<file path="src/verilog/audio_out_pkg.sv">
// Shared constants and types for the rate converter output port and its host
package audio_out_pkg;

    // Master clock and reset stretch
    localparam int unsigned CLK_HZ = 40_000_000;
    localparam int unsigned MS_PER_S = 1000;
    localparam int unsigned RESET_HOLD_MS = 350;
    localparam int unsigned RESET_HOLD_CYCLES = RESET_HOLD_MS * (CLK_HZ / MS_PER_S);

    // Sampling domain: input word clock is the master clock over this divider
    localparam int unsigned IN_RATE_DIV = 128;
    localparam int unsigned DIV_W = $clog2(IN_RATE_DIV);

    // Output word clock limits, in master clocks per output sample
    localparam int unsigned OUT_MIN_RATIO = 130;
    localparam int unsigned MAX_RATIO = 3750;
    localparam int unsigned PER_W = $clog2(MAX_RATIO + 1);
    localparam int unsigned RATE_TOL = 2;
    localparam int unsigned LOCK_SETTLE_PERIODS = 4200;

    // Converter data path
    localparam int unsigned ADC_LATENCY = 5;
    localparam int unsigned ADC_BITS = 24;
    localparam int unsigned CHANNELS = 4;
    localparam int unsigned SLOT_BITS = 32;
    localparam int unsigned SLOT_IDX_W = $clog2(SLOT_BITS);
    localparam int unsigned I2S_DELAY = 1;
    localparam logic [SLOT_BITS-1:0] POS_FULL_SCALE = 32'h7fffffff;
    localparam logic [SLOT_BITS-1:0] DITHER_TAPS = 32'h80200003;

    // Serial frame lengths in bit clocks
    localparam int unsigned LJ_BCLK_PER_FRAME = 64;
    localparam int unsigned TDM_BCLK_PER_FRAME = 128;
    localparam int unsigned IDX_W = $clog2(TDM_BCLK_PER_FRAME);
    localparam int unsigned MIN_BCLK_HALF = 2;

    // Output format strap layout
    localparam int unsigned STRAP_W = 4;
    localparam int unsigned STRAP_WLEN_LSB = 0;
    localparam int unsigned STRAP_FMT_LSB = 2;

    typedef enum logic [1:0] {FMT_LJ, FMT_I2S, FMT_RJ, FMT_TDM} framing_t;
    typedef enum logic [1:0] {WL_16, WL_20, WL_24, WL_32} word_len_t;

    localparam logic [5:0] WL16_BITS = 6'h10;
    localparam logic [5:0] WL20_BITS = 6'h14;
    localparam logic [5:0] WL24_BITS = 6'h18;
    localparam logic [5:0] WL32_BITS = 6'h20;

    function automatic logic [5:0] len_bits(word_len_t w);
        unique case (w)
            WL_16: return WL16_BITS;
            WL_20: return WL20_BITS;
            WL_24: return WL24_BITS;
            WL_32: return WL32_BITS;
        endcase
    endfunction

endpackage

</file>
<file path="src/verilog/audio_link_if.sv">
// Serial audio link between the converter output port and the host receiver
`timescale 1ns/1ps
`default_nettype none

interface audio_link_if;
    logic output_word_clock;
    logic serial_bit_clock;
    logic serial_out_line_a;
    logic serial_out_line_b;

    modport device (
        input output_word_clock,
        input serial_bit_clock,
        output serial_out_line_a,
        output serial_out_line_b
    );

    modport host (
        output output_word_clock,
        output serial_bit_clock,
        input serial_out_line_a,
        input serial_out_line_b
    );
endinterface

`default_nettype wire

</file>
<file path="src/verilog/dither_lfsr.sv">
// Free-running noise source for output dither
`timescale 1ns/1ps
`default_nettype none

module dither_lfsr #(
    parameter logic [audio_out_pkg::SLOT_BITS-1:0] SEED = 32'h0000_0001
) (
    // Clock and reset
    input wire logic clock,
    input wire logic rst_n,
    // Noise word, new value every clock
    output logic [audio_out_pkg::SLOT_BITS-1:0] noise
);
    import audio_out_pkg::*;

    typedef struct packed {
        logic [SLOT_BITS-1:0] lfsr;
    } lfsr_state_t;

    lfsr_state_t st_r, st_nxt;

    always_comb begin
        st_nxt = st_r;
        // Galois step; a zero seed would lock up, so reset loads a nonzero constant
        st_nxt.lfsr = {1'b0, st_r.lfsr[SLOT_BITS-1:1]} ^ (st_r.lfsr[0] ? DITHER_TAPS : '0);
    end

    always_ff @(posedge clock or negedge rst_n) begin
        if (!rst_n) begin
            st_r.lfsr <= SEED;
        end else begin
            st_r <= st_nxt;
        end
    end

    assign noise = st_r.lfsr;
endmodule // dither_lfsr

`default_nettype wire

</file>
<file path="src/verilog/src_audio_out.sv">
// Rate converter output end: slave serial port, dither, lock tracking, status
`timescale 1ns/1ps
`default_nettype none

module src_audio_out #(
    parameter int unsigned HOLD_CYCLES = audio_out_pkg::RESET_HOLD_CYCLES,
    parameter int unsigned LOCK_PERIODS = audio_out_pkg::LOCK_SETTLE_PERIODS
) (
    // Clock and power-up reset
    input wire logic clock,
    input wire logic rst_n,
    // Reset sources and straps
    input wire logic button_rst_n,
    input wire logic ext_rst_n,
    input wire logic format_jumper,
    input wire logic [audio_out_pkg::STRAP_W-1:0] output_format_strap,
    // Sampling domain
    output logic input_word_clock,
    input wire logic [audio_out_pkg::CHANNELS-1:0][audio_out_pkg::ADC_BITS-1:0] sample_in,
    input wire logic [1:0] overflow_in,
    // Status
    output logic [1:0] overflow_out,
    output logic [1:0] rate_converter_unlock_flag,
    // Serial link
    audio_link_if.device link
);
    import audio_out_pkg::*;

    localparam int unsigned HOLD_W = $clog2(HOLD_CYCLES + 1);
    localparam int unsigned STABLE_W = $clog2(LOCK_PERIODS + 1);

    typedef logic [CHANNELS-1:0][ADC_BITS-1:0] sample_set_t;

    typedef struct packed {
        logic [HOLD_W-1:0] hold;
        framing_t fmt;
        word_len_t wlen;
        logic [DIV_W-1:0] div;
        sample_set_t [ADC_LATENCY-1:0] delay;
        logic [1:0] ovf;
        logic wprev;
        logic [PER_W-1:0] per_cnt;
        logic [PER_W-1:0] per_last;
        logic [STABLE_W-1:0] stable;
        logic unlock;
        logic bclk_q;
        logic wclk_q;
        logic [IDX_W-1:0] bit_idx;
        logic [CHANNELS-1:0][SLOT_BITS-1:0] frame;
        logic line_a;
        logic line_b;
    } dev_state_t;

    dev_state_t st_r, st_nxt;
    logic [SLOT_BITS-1:0] noise_l, noise_r;
    logic [CHANNELS-1:0][SLOT_BITS-1:0] fresh;
    logic in_reset, rise, fall, wclk, new_slot, is_left;
    logic [IDX_W-SLOT_IDX_W-1:0] ch;

    function automatic logic [SLOT_BITS-1:0] rot_half(logic [SLOT_BITS-1:0] x);
        return {x[SLOT_BITS/2-1:0], x[SLOT_BITS-1:SLOT_BITS/2]};
    endfunction

    // Rectangular dither below the kept LSB, then truncate; saturates at full scale
    function automatic logic [SLOT_BITS-1:0] dither_word(logic [ADC_BITS-1:0] s,
            logic [SLOT_BITS-1:0] n, word_len_t w);
        logic [SLOT_BITS-1:0] ext;
        logic [SLOT_BITS-1:0] mask;
        logic [SLOT_BITS:0] sum;
        logic [5:0] drop;
        drop = 6'(SLOT_BITS) - len_bits(w);
        ext = {s, {(SLOT_BITS - ADC_BITS){1'b0}}};
        mask = (32'h1 << drop) - 32'h1;
        sum = {1'b0, ext} + {1'b0, n & mask};
        if (!ext[SLOT_BITS-1] && sum[SLOT_BITS-1]) begin
            return POS_FULL_SCALE & ~mask;
        end
        return sum[SLOT_BITS-1:0] & ~mask;
    endfunction

    // Bit of a slot at a given position for the selected framing
    function automatic logic slot_bit(logic [SLOT_BITS-1:0] w, logic [SLOT_IDX_W-1:0] i,
            framing_t f, word_len_t l);
        int off;
        int p;
        off = (f == FMT_I2S) ? int'(I2S_DELAY) :
              (f == FMT_RJ) ? int'(SLOT_BITS) - int'(len_bits(l)) : 0;
        p = int'(i) - off;
        if (p < 0 || p >= int'(len_bits(l))) begin
            return 1'b0;
        end
        return w[SLOT_IDX_W'(int'(SLOT_BITS) - 1 - p)];
    endfunction

    function automatic logic period_bad(logic [PER_W-1:0] p, logic [PER_W-1:0] last);
        logic [PER_W-1:0] diff;
        diff = (p > last) ? p - last : last - p;
        return (p < PER_W'(OUT_MIN_RATIO)) || (p >= PER_W'(MAX_RATIO))
            || (diff > PER_W'(RATE_TOL));
    endfunction

    // Separate noise sources keep left and right dither uncorrelated
    dither_lfsr #(.SEED(32'h1234_5679)) u_noise_l (
        .clock(clock),
        .rst_n(rst_n),
        .noise(noise_l)
    );
    dither_lfsr #(.SEED(32'h9e37_79b9)) u_noise_r (
        .clock(clock),
        .rst_n(rst_n),
        .noise(noise_r)
    );

    // Oldest delay stage feeds the output, giving the ADC latency
    assign fresh[0] = dither_word(st_r.delay[ADC_LATENCY-1][0], noise_l, st_r.wlen);
    assign fresh[1] = dither_word(st_r.delay[ADC_LATENCY-1][1], noise_r, st_r.wlen);
    assign fresh[2] = dither_word(st_r.delay[ADC_LATENCY-1][2], rot_half(noise_l), st_r.wlen);
    assign fresh[3] = dither_word(st_r.delay[ADC_LATENCY-1][3], rot_half(noise_r), st_r.wlen);

    always_comb begin
        st_nxt = st_r;
        in_reset = (st_r.hold != '0) || !ext_rst_n;
        wclk = link.output_word_clock;
        new_slot = 1'b0;
        is_left = 1'b0;
        ch = '0;

        // Reset stretch: button reloads, power-up loads it under rst_n
        if (!button_rst_n) begin
            st_nxt.hold = HOLD_W'(HOLD_CYCLES);
        end else if (st_r.hold != '0) begin
            st_nxt.hold = st_r.hold - 1'b1;
        end

        // Sampling domain runs off the master clock alone
        st_nxt.div = st_r.div + 1'b1;
        if (st_r.div == DIV_W'(IN_RATE_DIV - 1)) begin
            st_nxt.delay = {st_r.delay[ADC_LATENCY-2:0], sample_in};
        end
        st_nxt.ovf = overflow_in;

        // Output rate tracking on the host's word clock
        st_nxt.wprev = wclk;
        rise = wclk && !st_r.wprev;
        if (rise) begin
            st_nxt.per_cnt = PER_W'(1);
            st_nxt.per_last = st_r.per_cnt;
            if (period_bad(st_r.per_cnt, st_r.per_last)) begin
                st_nxt.unlock = 1'b1;
                st_nxt.stable = '0;
            end else begin
                if (st_r.stable != STABLE_W'(LOCK_PERIODS)) begin
                    st_nxt.stable = st_r.stable + 1'b1;
                end
                if (st_nxt.stable == STABLE_W'(LOCK_PERIODS)) begin
                    st_nxt.unlock = 1'b0;
                end
            end
        end else if (st_r.per_cnt == PER_W'(MAX_RATIO)) begin
            // Word clock stopped or far too slow
            st_nxt.unlock = 1'b1;
            st_nxt.stable = '0;
        end else begin
            st_nxt.per_cnt = st_r.per_cnt + 1'b1;
        end

        // Serializer: data changes on the falling bit clock, host samples on rising
        st_nxt.bclk_q = link.serial_bit_clock;
        fall = st_r.bclk_q && !link.serial_bit_clock;
        if (fall) begin
            st_nxt.wclk_q = wclk;
            new_slot = (st_r.fmt == FMT_TDM) ? (wclk && !st_r.wclk_q) : (wclk != st_r.wclk_q);
            st_nxt.bit_idx = new_slot ? '0 : st_r.bit_idx + 1'b1;
            is_left = (st_r.fmt == FMT_TDM) || (wclk == (st_r.fmt != FMT_I2S));
            // One latch for all channels keeps every output phase aligned
            if (new_slot && is_left) begin
                st_nxt.frame = st_r.unlock ? '0 : fresh;
            end
            if (st_r.fmt == FMT_TDM) begin
                ch = st_nxt.bit_idx[IDX_W-1:SLOT_IDX_W];
                st_nxt.line_a = 1'b0;
                st_nxt.line_b = slot_bit(st_nxt.frame[ch], st_nxt.bit_idx[SLOT_IDX_W-1:0],
                                         st_r.fmt, st_r.wlen);
            end else begin
                ch = is_left ? '0 : 2'h1;
                st_nxt.line_a = slot_bit(st_nxt.frame[ch], st_nxt.bit_idx[SLOT_IDX_W-1:0],
                                         st_r.fmt, st_r.wlen);
                st_nxt.line_b = slot_bit(st_nxt.frame[ch + 2'h2],
                                         st_nxt.bit_idx[SLOT_IDX_W-1:0], st_r.fmt, st_r.wlen);
            end
        end

        if (in_reset) begin
            // Straps are captured while reset is held and frozen at release
            st_nxt.fmt = format_jumper ? FMT_TDM :
                framing_t'(output_format_strap[STRAP_FMT_LSB +: $bits(framing_t)]);
            st_nxt.wlen = word_len_t'(output_format_strap[STRAP_WLEN_LSB +: $bits(word_len_t)]);
            st_nxt.unlock = 1'b1;
            st_nxt.stable = '0;
            st_nxt.per_cnt = '0;
            st_nxt.frame = '0;
            st_nxt.bit_idx = '0;
            st_nxt.wclk_q = 1'b0;
            st_nxt.line_a = 1'b0;
            st_nxt.line_b = 1'b0;
        end
    end

    always_ff @(posedge clock or negedge rst_n) begin
        if (!rst_n) begin
            st_r <= '0;
            st_r.hold <= HOLD_W'(HOLD_CYCLES);
            st_r.wlen <= WL_24;
            st_r.unlock <= 1'b1;
        end else begin
            st_r <= st_nxt;
        end
    end

    // Both pairs share the same clocks, so their lock state is identical
    assign rate_converter_unlock_flag = {2{st_r.unlock}};
    assign overflow_out = st_r.ovf;
    assign input_word_clock = st_r.div[DIV_W-1];
    assign link.serial_out_line_a = st_r.line_a;
    assign link.serial_out_line_b = st_r.line_b;
endmodule // src_audio_out

`default_nettype wire

</file>
<file path="src/flat_wrapper.sv">
// flat-port wrapper written by rule: the top's interface ports become plain ports
module src_audio_out_flat import audio_out_pkg::*;
#(
    parameter int unsigned HOLD_CYCLES = audio_out_pkg::RESET_HOLD_CYCLES,
    parameter int unsigned LOCK_PERIODS = audio_out_pkg::LOCK_SETTLE_PERIODS
)
  (clock, rst_n, button_rst_n, ext_rst_n, format_jumper, output_format_strap, input_word_clock, sample_in, overflow_in, overflow_out, rate_converter_unlock_flag, link_output_word_clock, link_serial_bit_clock, link_serial_out_line_a, link_serial_out_line_b);
  audio_link_if link_i ();
  input wire logic clock;
  input wire logic rst_n;
  input wire logic button_rst_n;
  input wire logic ext_rst_n;
  input wire logic format_jumper;
  input wire logic [audio_out_pkg::STRAP_W-1:0] output_format_strap;
  output logic input_word_clock;
  input wire logic [audio_out_pkg::CHANNELS-1:0][audio_out_pkg::ADC_BITS-1:0] sample_in;
  input wire logic [1:0] overflow_in;
  output logic [1:0] overflow_out;
  output logic [1:0] rate_converter_unlock_flag;
  input wire logic [$bits(link_i.output_word_clock)-1:0] link_output_word_clock;
  input wire logic [$bits(link_i.serial_bit_clock)-1:0] link_serial_bit_clock;
  output wire logic [$bits(link_i.serial_out_line_a)-1:0] link_serial_out_line_a;
  output wire logic [$bits(link_i.serial_out_line_b)-1:0] link_serial_out_line_b;
  assign link_i.output_word_clock = link_output_word_clock;
  assign link_i.serial_bit_clock = link_serial_bit_clock;
  assign link_serial_out_line_a = link_i.serial_out_line_a;
  assign link_serial_out_line_b = link_i.serial_out_line_b;
  src_audio_out #(.HOLD_CYCLES(HOLD_CYCLES), .LOCK_PERIODS(LOCK_PERIODS)) u_core (.clock(clock), .rst_n(rst_n), .button_rst_n(button_rst_n), .ext_rst_n(ext_rst_n), .format_jumper(format_jumper), .output_format_strap(output_format_strap), .input_word_clock(input_word_clock), .sample_in(sample_in), .overflow_in(overflow_in), .overflow_out(overflow_out), .rate_converter_unlock_flag(rate_converter_unlock_flag), .link(link_i));
endmodule
</file>
<file path="config.mk">
export PLATFORM = sky130hd
export DESIGN_NAME = src_audio_out_flat
export DESIGN_NICKNAME = d
export VERILOG_FILES = /design/src/verilog/audio_out_pkg.sv /design/src/verilog/audio_link_if.sv /design/src/verilog/dither_lfsr.sv /design/src/verilog/src_audio_out.sv /design/src/flat_wrapper.sv
export SDC_FILE = /design/constraint.sdc
export NUM_CORES = 2
export LEC_CHECK = 0
export BUFFER_PORTS_ARGS = -buffer_cell sky130_fd_sc_hd__buf_2
export CAP_MARGIN = 20
export CORE_MARGIN = 1
export CORE_UTILIZATION = 40
export CTS_BUF_LIST = sky130_fd_sc_hd__clkbuf_2
export DETAILED_ROUTE_END_ITERATION = 8
export PLACE_DENSITY = 0.64
export SETUP_SLACK_MARGIN = 0.15
export SLEW_MARGIN = 20
export SYNTH_ARGS = -nofsm -noshare
export SYNTH_HDL_FRONTEND = slang
export SYNTH_SLANG_ARGS = --single-unit
</file>
<file path="constraint.sdc">
create_clock -name clock -period 6.43 [get_ports clock]
set_input_delay 0.9645 -clock clock [delete_from_list [all_inputs] [get_ports clock]]
set_output_delay 0.9645 -clock clock [all_outputs]
set_load 0.02 [all_outputs]
</file>
==> impl_metrics.csv <==
group,metric,value,unit
clocking,clk_latency,1530,ps
setup_path,r2r-end,"u_core.link.serial_out_line_b$_DFFE_PN0P_",
setup_path,crit_slowest_cell,"dfstp_2",
setup_path,arrival,6940,ps
min_path,hp-class,"in -> async",
place,io_buffer_count,115,
grt,grt_max_degree,180,
synthesis,synth.distinct_cells,89,
sta,max-slew-margin-rel,0.273,
setup_path,path_cells,"inv_1 -> ha_1 -> nor4_2 -> buf_4 -> and2_1 -> ha_1 -> a2111oi_0 -> o21ai_0 -> a221oi_1 -> nor2_1 -> buf_4 -> o31ai_1 -> a311oi_1 -> a221oi_1 -> a32oi_1 -> a311o_1 -> a211oi_1 -> a211oi_1",
final_layout,final_cells,5449,
clocking,cts_resized,0,
synthesis,synthArstFlopShare,1.00,
sta,timing.final.crit_share,0.872,
place,post_dp_cell_area,0.0416,mm²
setup_path,reg2reg_from,"u_core.st_r[668]$_DFFE_PN1N_",
clocking,clockBufferDepth,3,
floorplan,fp.dieH,316,µm
clocking,htree_levels,4,
floorplan,io_pins,116,
setup_path,startpoint_type,"flop",
power_and_ir_drop,p_leak,21.1,nW
status,status,"finished, final reports clean",
detailed_routing,vias_per_cell,5.67,
sta,setup-tns-final,0,ps
synthesis,ys_ff_latch,759,
grt,grt_pass1_vias,30513,
detailed_routing,drc,0,
final_layout,fin_area,0.0445,mm²
setup_path,r2r_cells,18,
grt,grt_pass1_wl,173,mm
synthesis,yosys_warnings,0,
floorplan,rows,114,
grt,track_usage,0.221,
sta,grt_setup_unrepaired,"false",
power_and_ir_drop,p_per_area,199,mW/mm²
final_layout,nets,4288,
setup_path,crit_fanout,21,
synthesis,synth_cells,3702,
detailed_routing,ant_nets,0,
setup_path,path_class,"reg -> reg",
setup_path,crit_path_start,"u_core.st_r[668]$_DFFE_PN1N_",
sta,fin_crit,5600,ps
synthesis,netlist_area,0.0395,mm²
grt,grt_antenna_before_repair,4,
detailed_routing,wl_per_cell,20.1,µm
sta,hold_viol,0,
synthesis,synth-main-ff-cell,"dfrtp_1",
floorplan,core_area,0.0971,mm²
floorplan,dieWidth,316,µm
clocking,clkTransAtPathRegs,100,ps
clocking,clkSinkCount,759,
sta,fmax,0.178,GHz
sta,clock_skew,143,ps
sta,maxSlewViolCount,0,
place,hpwl,75.9,mm
place,dp.cells,4993,
setup_path,cp_slowest_stage_delay,770,ps
sta,setup-violations-final,0,
setup_path,critical_path_required,7760,ps
clocking,cts_tree,"built",
clocking,postCtsSetupRepairBufs,0,
floorplan,initial_core_util,0.406,
clocking,cts-root-buf,"clkbuf_2",
clocking,cts_buffers,193,
floorplan,dieArea,0.0999,mm²
sta,whs,153,ps
clocking,ctsHoldBuffers,113,
place,gp_congestion,0.984,
synthesis,postSynthAreaPerCell,10.7,µm²
grt,gr-total-overflow,0,
detailed_routing,drtIter0Drc,2542,
setup_path,cp-end-kind,"flop",
sta,finalWorstSetupSlack,826,ps
synthesis,ys_seq_area_frac,0.483,
final_layout,area_growth,12.9,%
final_layout,drive_gt1_frac,0.258,
detailed_routing,totalWireLength,110,mm
detailed_routing,vias,30878,
setup_path,r2r_setup_slack,830,ps
place,preCtsSetupSlack,983,ps
synthesis,synth_edf_count,0,
power_and_ir_drop,vdd_drop_max,0.141,mV
flow_run,max_cap_violations,0,
detailed_routing,dr.pass1.iters,7,
sta,worst-slew-pin-transition,1080,ps
## cell usage in the layout, fill, tap and decap left out, types with 48 or more instances in the layout
master	count
a211oi_1	69
dfrtp_1	711
o21ai_0	167
and2_1	53
xor2_1	49
inv_1	93
buf_4	66
nor3_1	64
a21oi_1	263
nand3_1	95
dlygate4sd3_1	113
nand2_1	292
ha_1	148
mux2_2	488
buf_2	114
dfstp_2	48
clkbuf_2	289
nor2_1	247
xnor2_1	65
## flip-flops by register name, summed over array words and instances (netlist names)
| name | flops |
|---|---|
| u_core.input_word_clock | 1 |
| u_core.link.serial_out_line_a | 1 |
| u_core.link.serial_out_line_b | 1 |
| u_core.overflow_out | 2 |
| u_core.rate_converter_unlock_flag | 1 |
| u_core.st_r | 689 |
| u_core.u_noise_l.noise | 32 |
| u_core.u_noise_r.noise | 32 |
## where the power goes
| group | switching, W | internal [W] | total, W |
|---|---|---|---|
| clock network | 0.00200 | 0.00132 | 0.00332 |
| logic | 0.000448 | 0.000230 | 0.000678 |
| registers | 0.0000303 | 0.00482 | 0.00485 |
## worst max-delay path, delay by kind of cell, from the launching register on
family | cells | cell delay [ps]
simple gates | 3 | 480
buf+inv | 3 | 670
flops | 1 | 770
compound gates | 10 | 2740
fa+ha+maj | 2 | 790
## metrics by stage
| stage | utilization | power (W) |
|---|---|---|
| 2_1_floorplan | - | 0.00524 |
| 3_3_place_gp | 0.428 | 0.00555 |
| 3_5_place_dp | 0.428 | 0.00555 |
| 4_1_cts | 0.458 | 0.00899 |
| 5_1_grt | 0.458 | 0.00932 |
| 6_report | 0.458 | 0.00884 |
## cell type report
cell class | count | area (µm²)
Antenna cell | 6 | 15.0
Clock buffer | 289 | 1450
Clock inverter | 48 | 310
Fill cell | 9140 | 52600
Inverter | 93 | 349
Multi-Input combinational cell | 2679 | 19500
Sequential cell | 759 | 19100
Tap cell | 1276 | 1600
Timing Repair Buffer | 299 | 2300
## worst max path at each step
stage	slack (ps)	depth (start not counted)	end
after global placement	1040	20	u_core.link.serial_out_line_a$_DFFE_PN0P_
after floorplan	1700	19	u_core.link.serial_out_line_a$_DFFE_PN0P_
after detailed placement	980	20	u_core.link.serial_out_line_a$_DFFE_PN0P_
after global routing	370	18	u_core.link.serial_out_line_b$_DFFE_PN0P_
after CTS	940	18	u_core.link.serial_out_line_b$_DFFE_PN0P_
final	830	18	u_core.link.serial_out_line_b$_DFFE_PN0P_
## cells by family (layout without fill, tap and decap cells)
group	after synthesis	in the layout	share of synthesized area
and+or+nand+nor	949	949	0.113
xor gates and xnor gates	114	114	0.0253
muxes	518	518	0.148
DFF	759	759	0.483
AOI/OAI and AO/OA	908	908	0.151
buffers and inverters	299	729	0.0297
adders and majority gates	154	154	0.0500
other	1	42	0.0000951
## metal layers
metal	share of wire	vias up	track usage
li1	-	14215	-
met1	0.42	15106	0.290
met2	0.45	1231	0.339
met3	0.080	324	0.0562
met4	0.048	2	0.112
met5	0.00012	-	0
## synth_stat cells (all sizes together) (13+ instances only)
cell type  instances  area share
a211o             16      0.0036
a211oi            70       0.013
a21o              48      0.0091
a21oi            265       0.034
a221oi            13      0.0030
a22oi             21      0.0040
a311oi            34      0.0075
a31oi             43      0.0068
and2              54      0.0086
and3              39      0.0062
buf               36      0.0046
clkbuf           170       0.016
dfrtp            711        0.45
dfstp             48       0.032
ha               148       0.047
inv               93      0.0088
mux2             488        0.14
mux2i             27      0.0069
nand2            295       0.028
nand2b            17      0.0027
nand3             95       0.012
nand4             24      0.0038
nor2             250       0.024
nor2b             29      0.0046
nor3              64      0.0081
nor4              21      0.0036
o211ai            47      0.0089
o21a              16      0.0030
o21ai            175       0.022
o21bai            13      0.0025
o31ai             19      0.0037
or3               15      0.0024
xnor2             65       0.014
xor2              49       0.011
(Power assumes the default switching activity.)
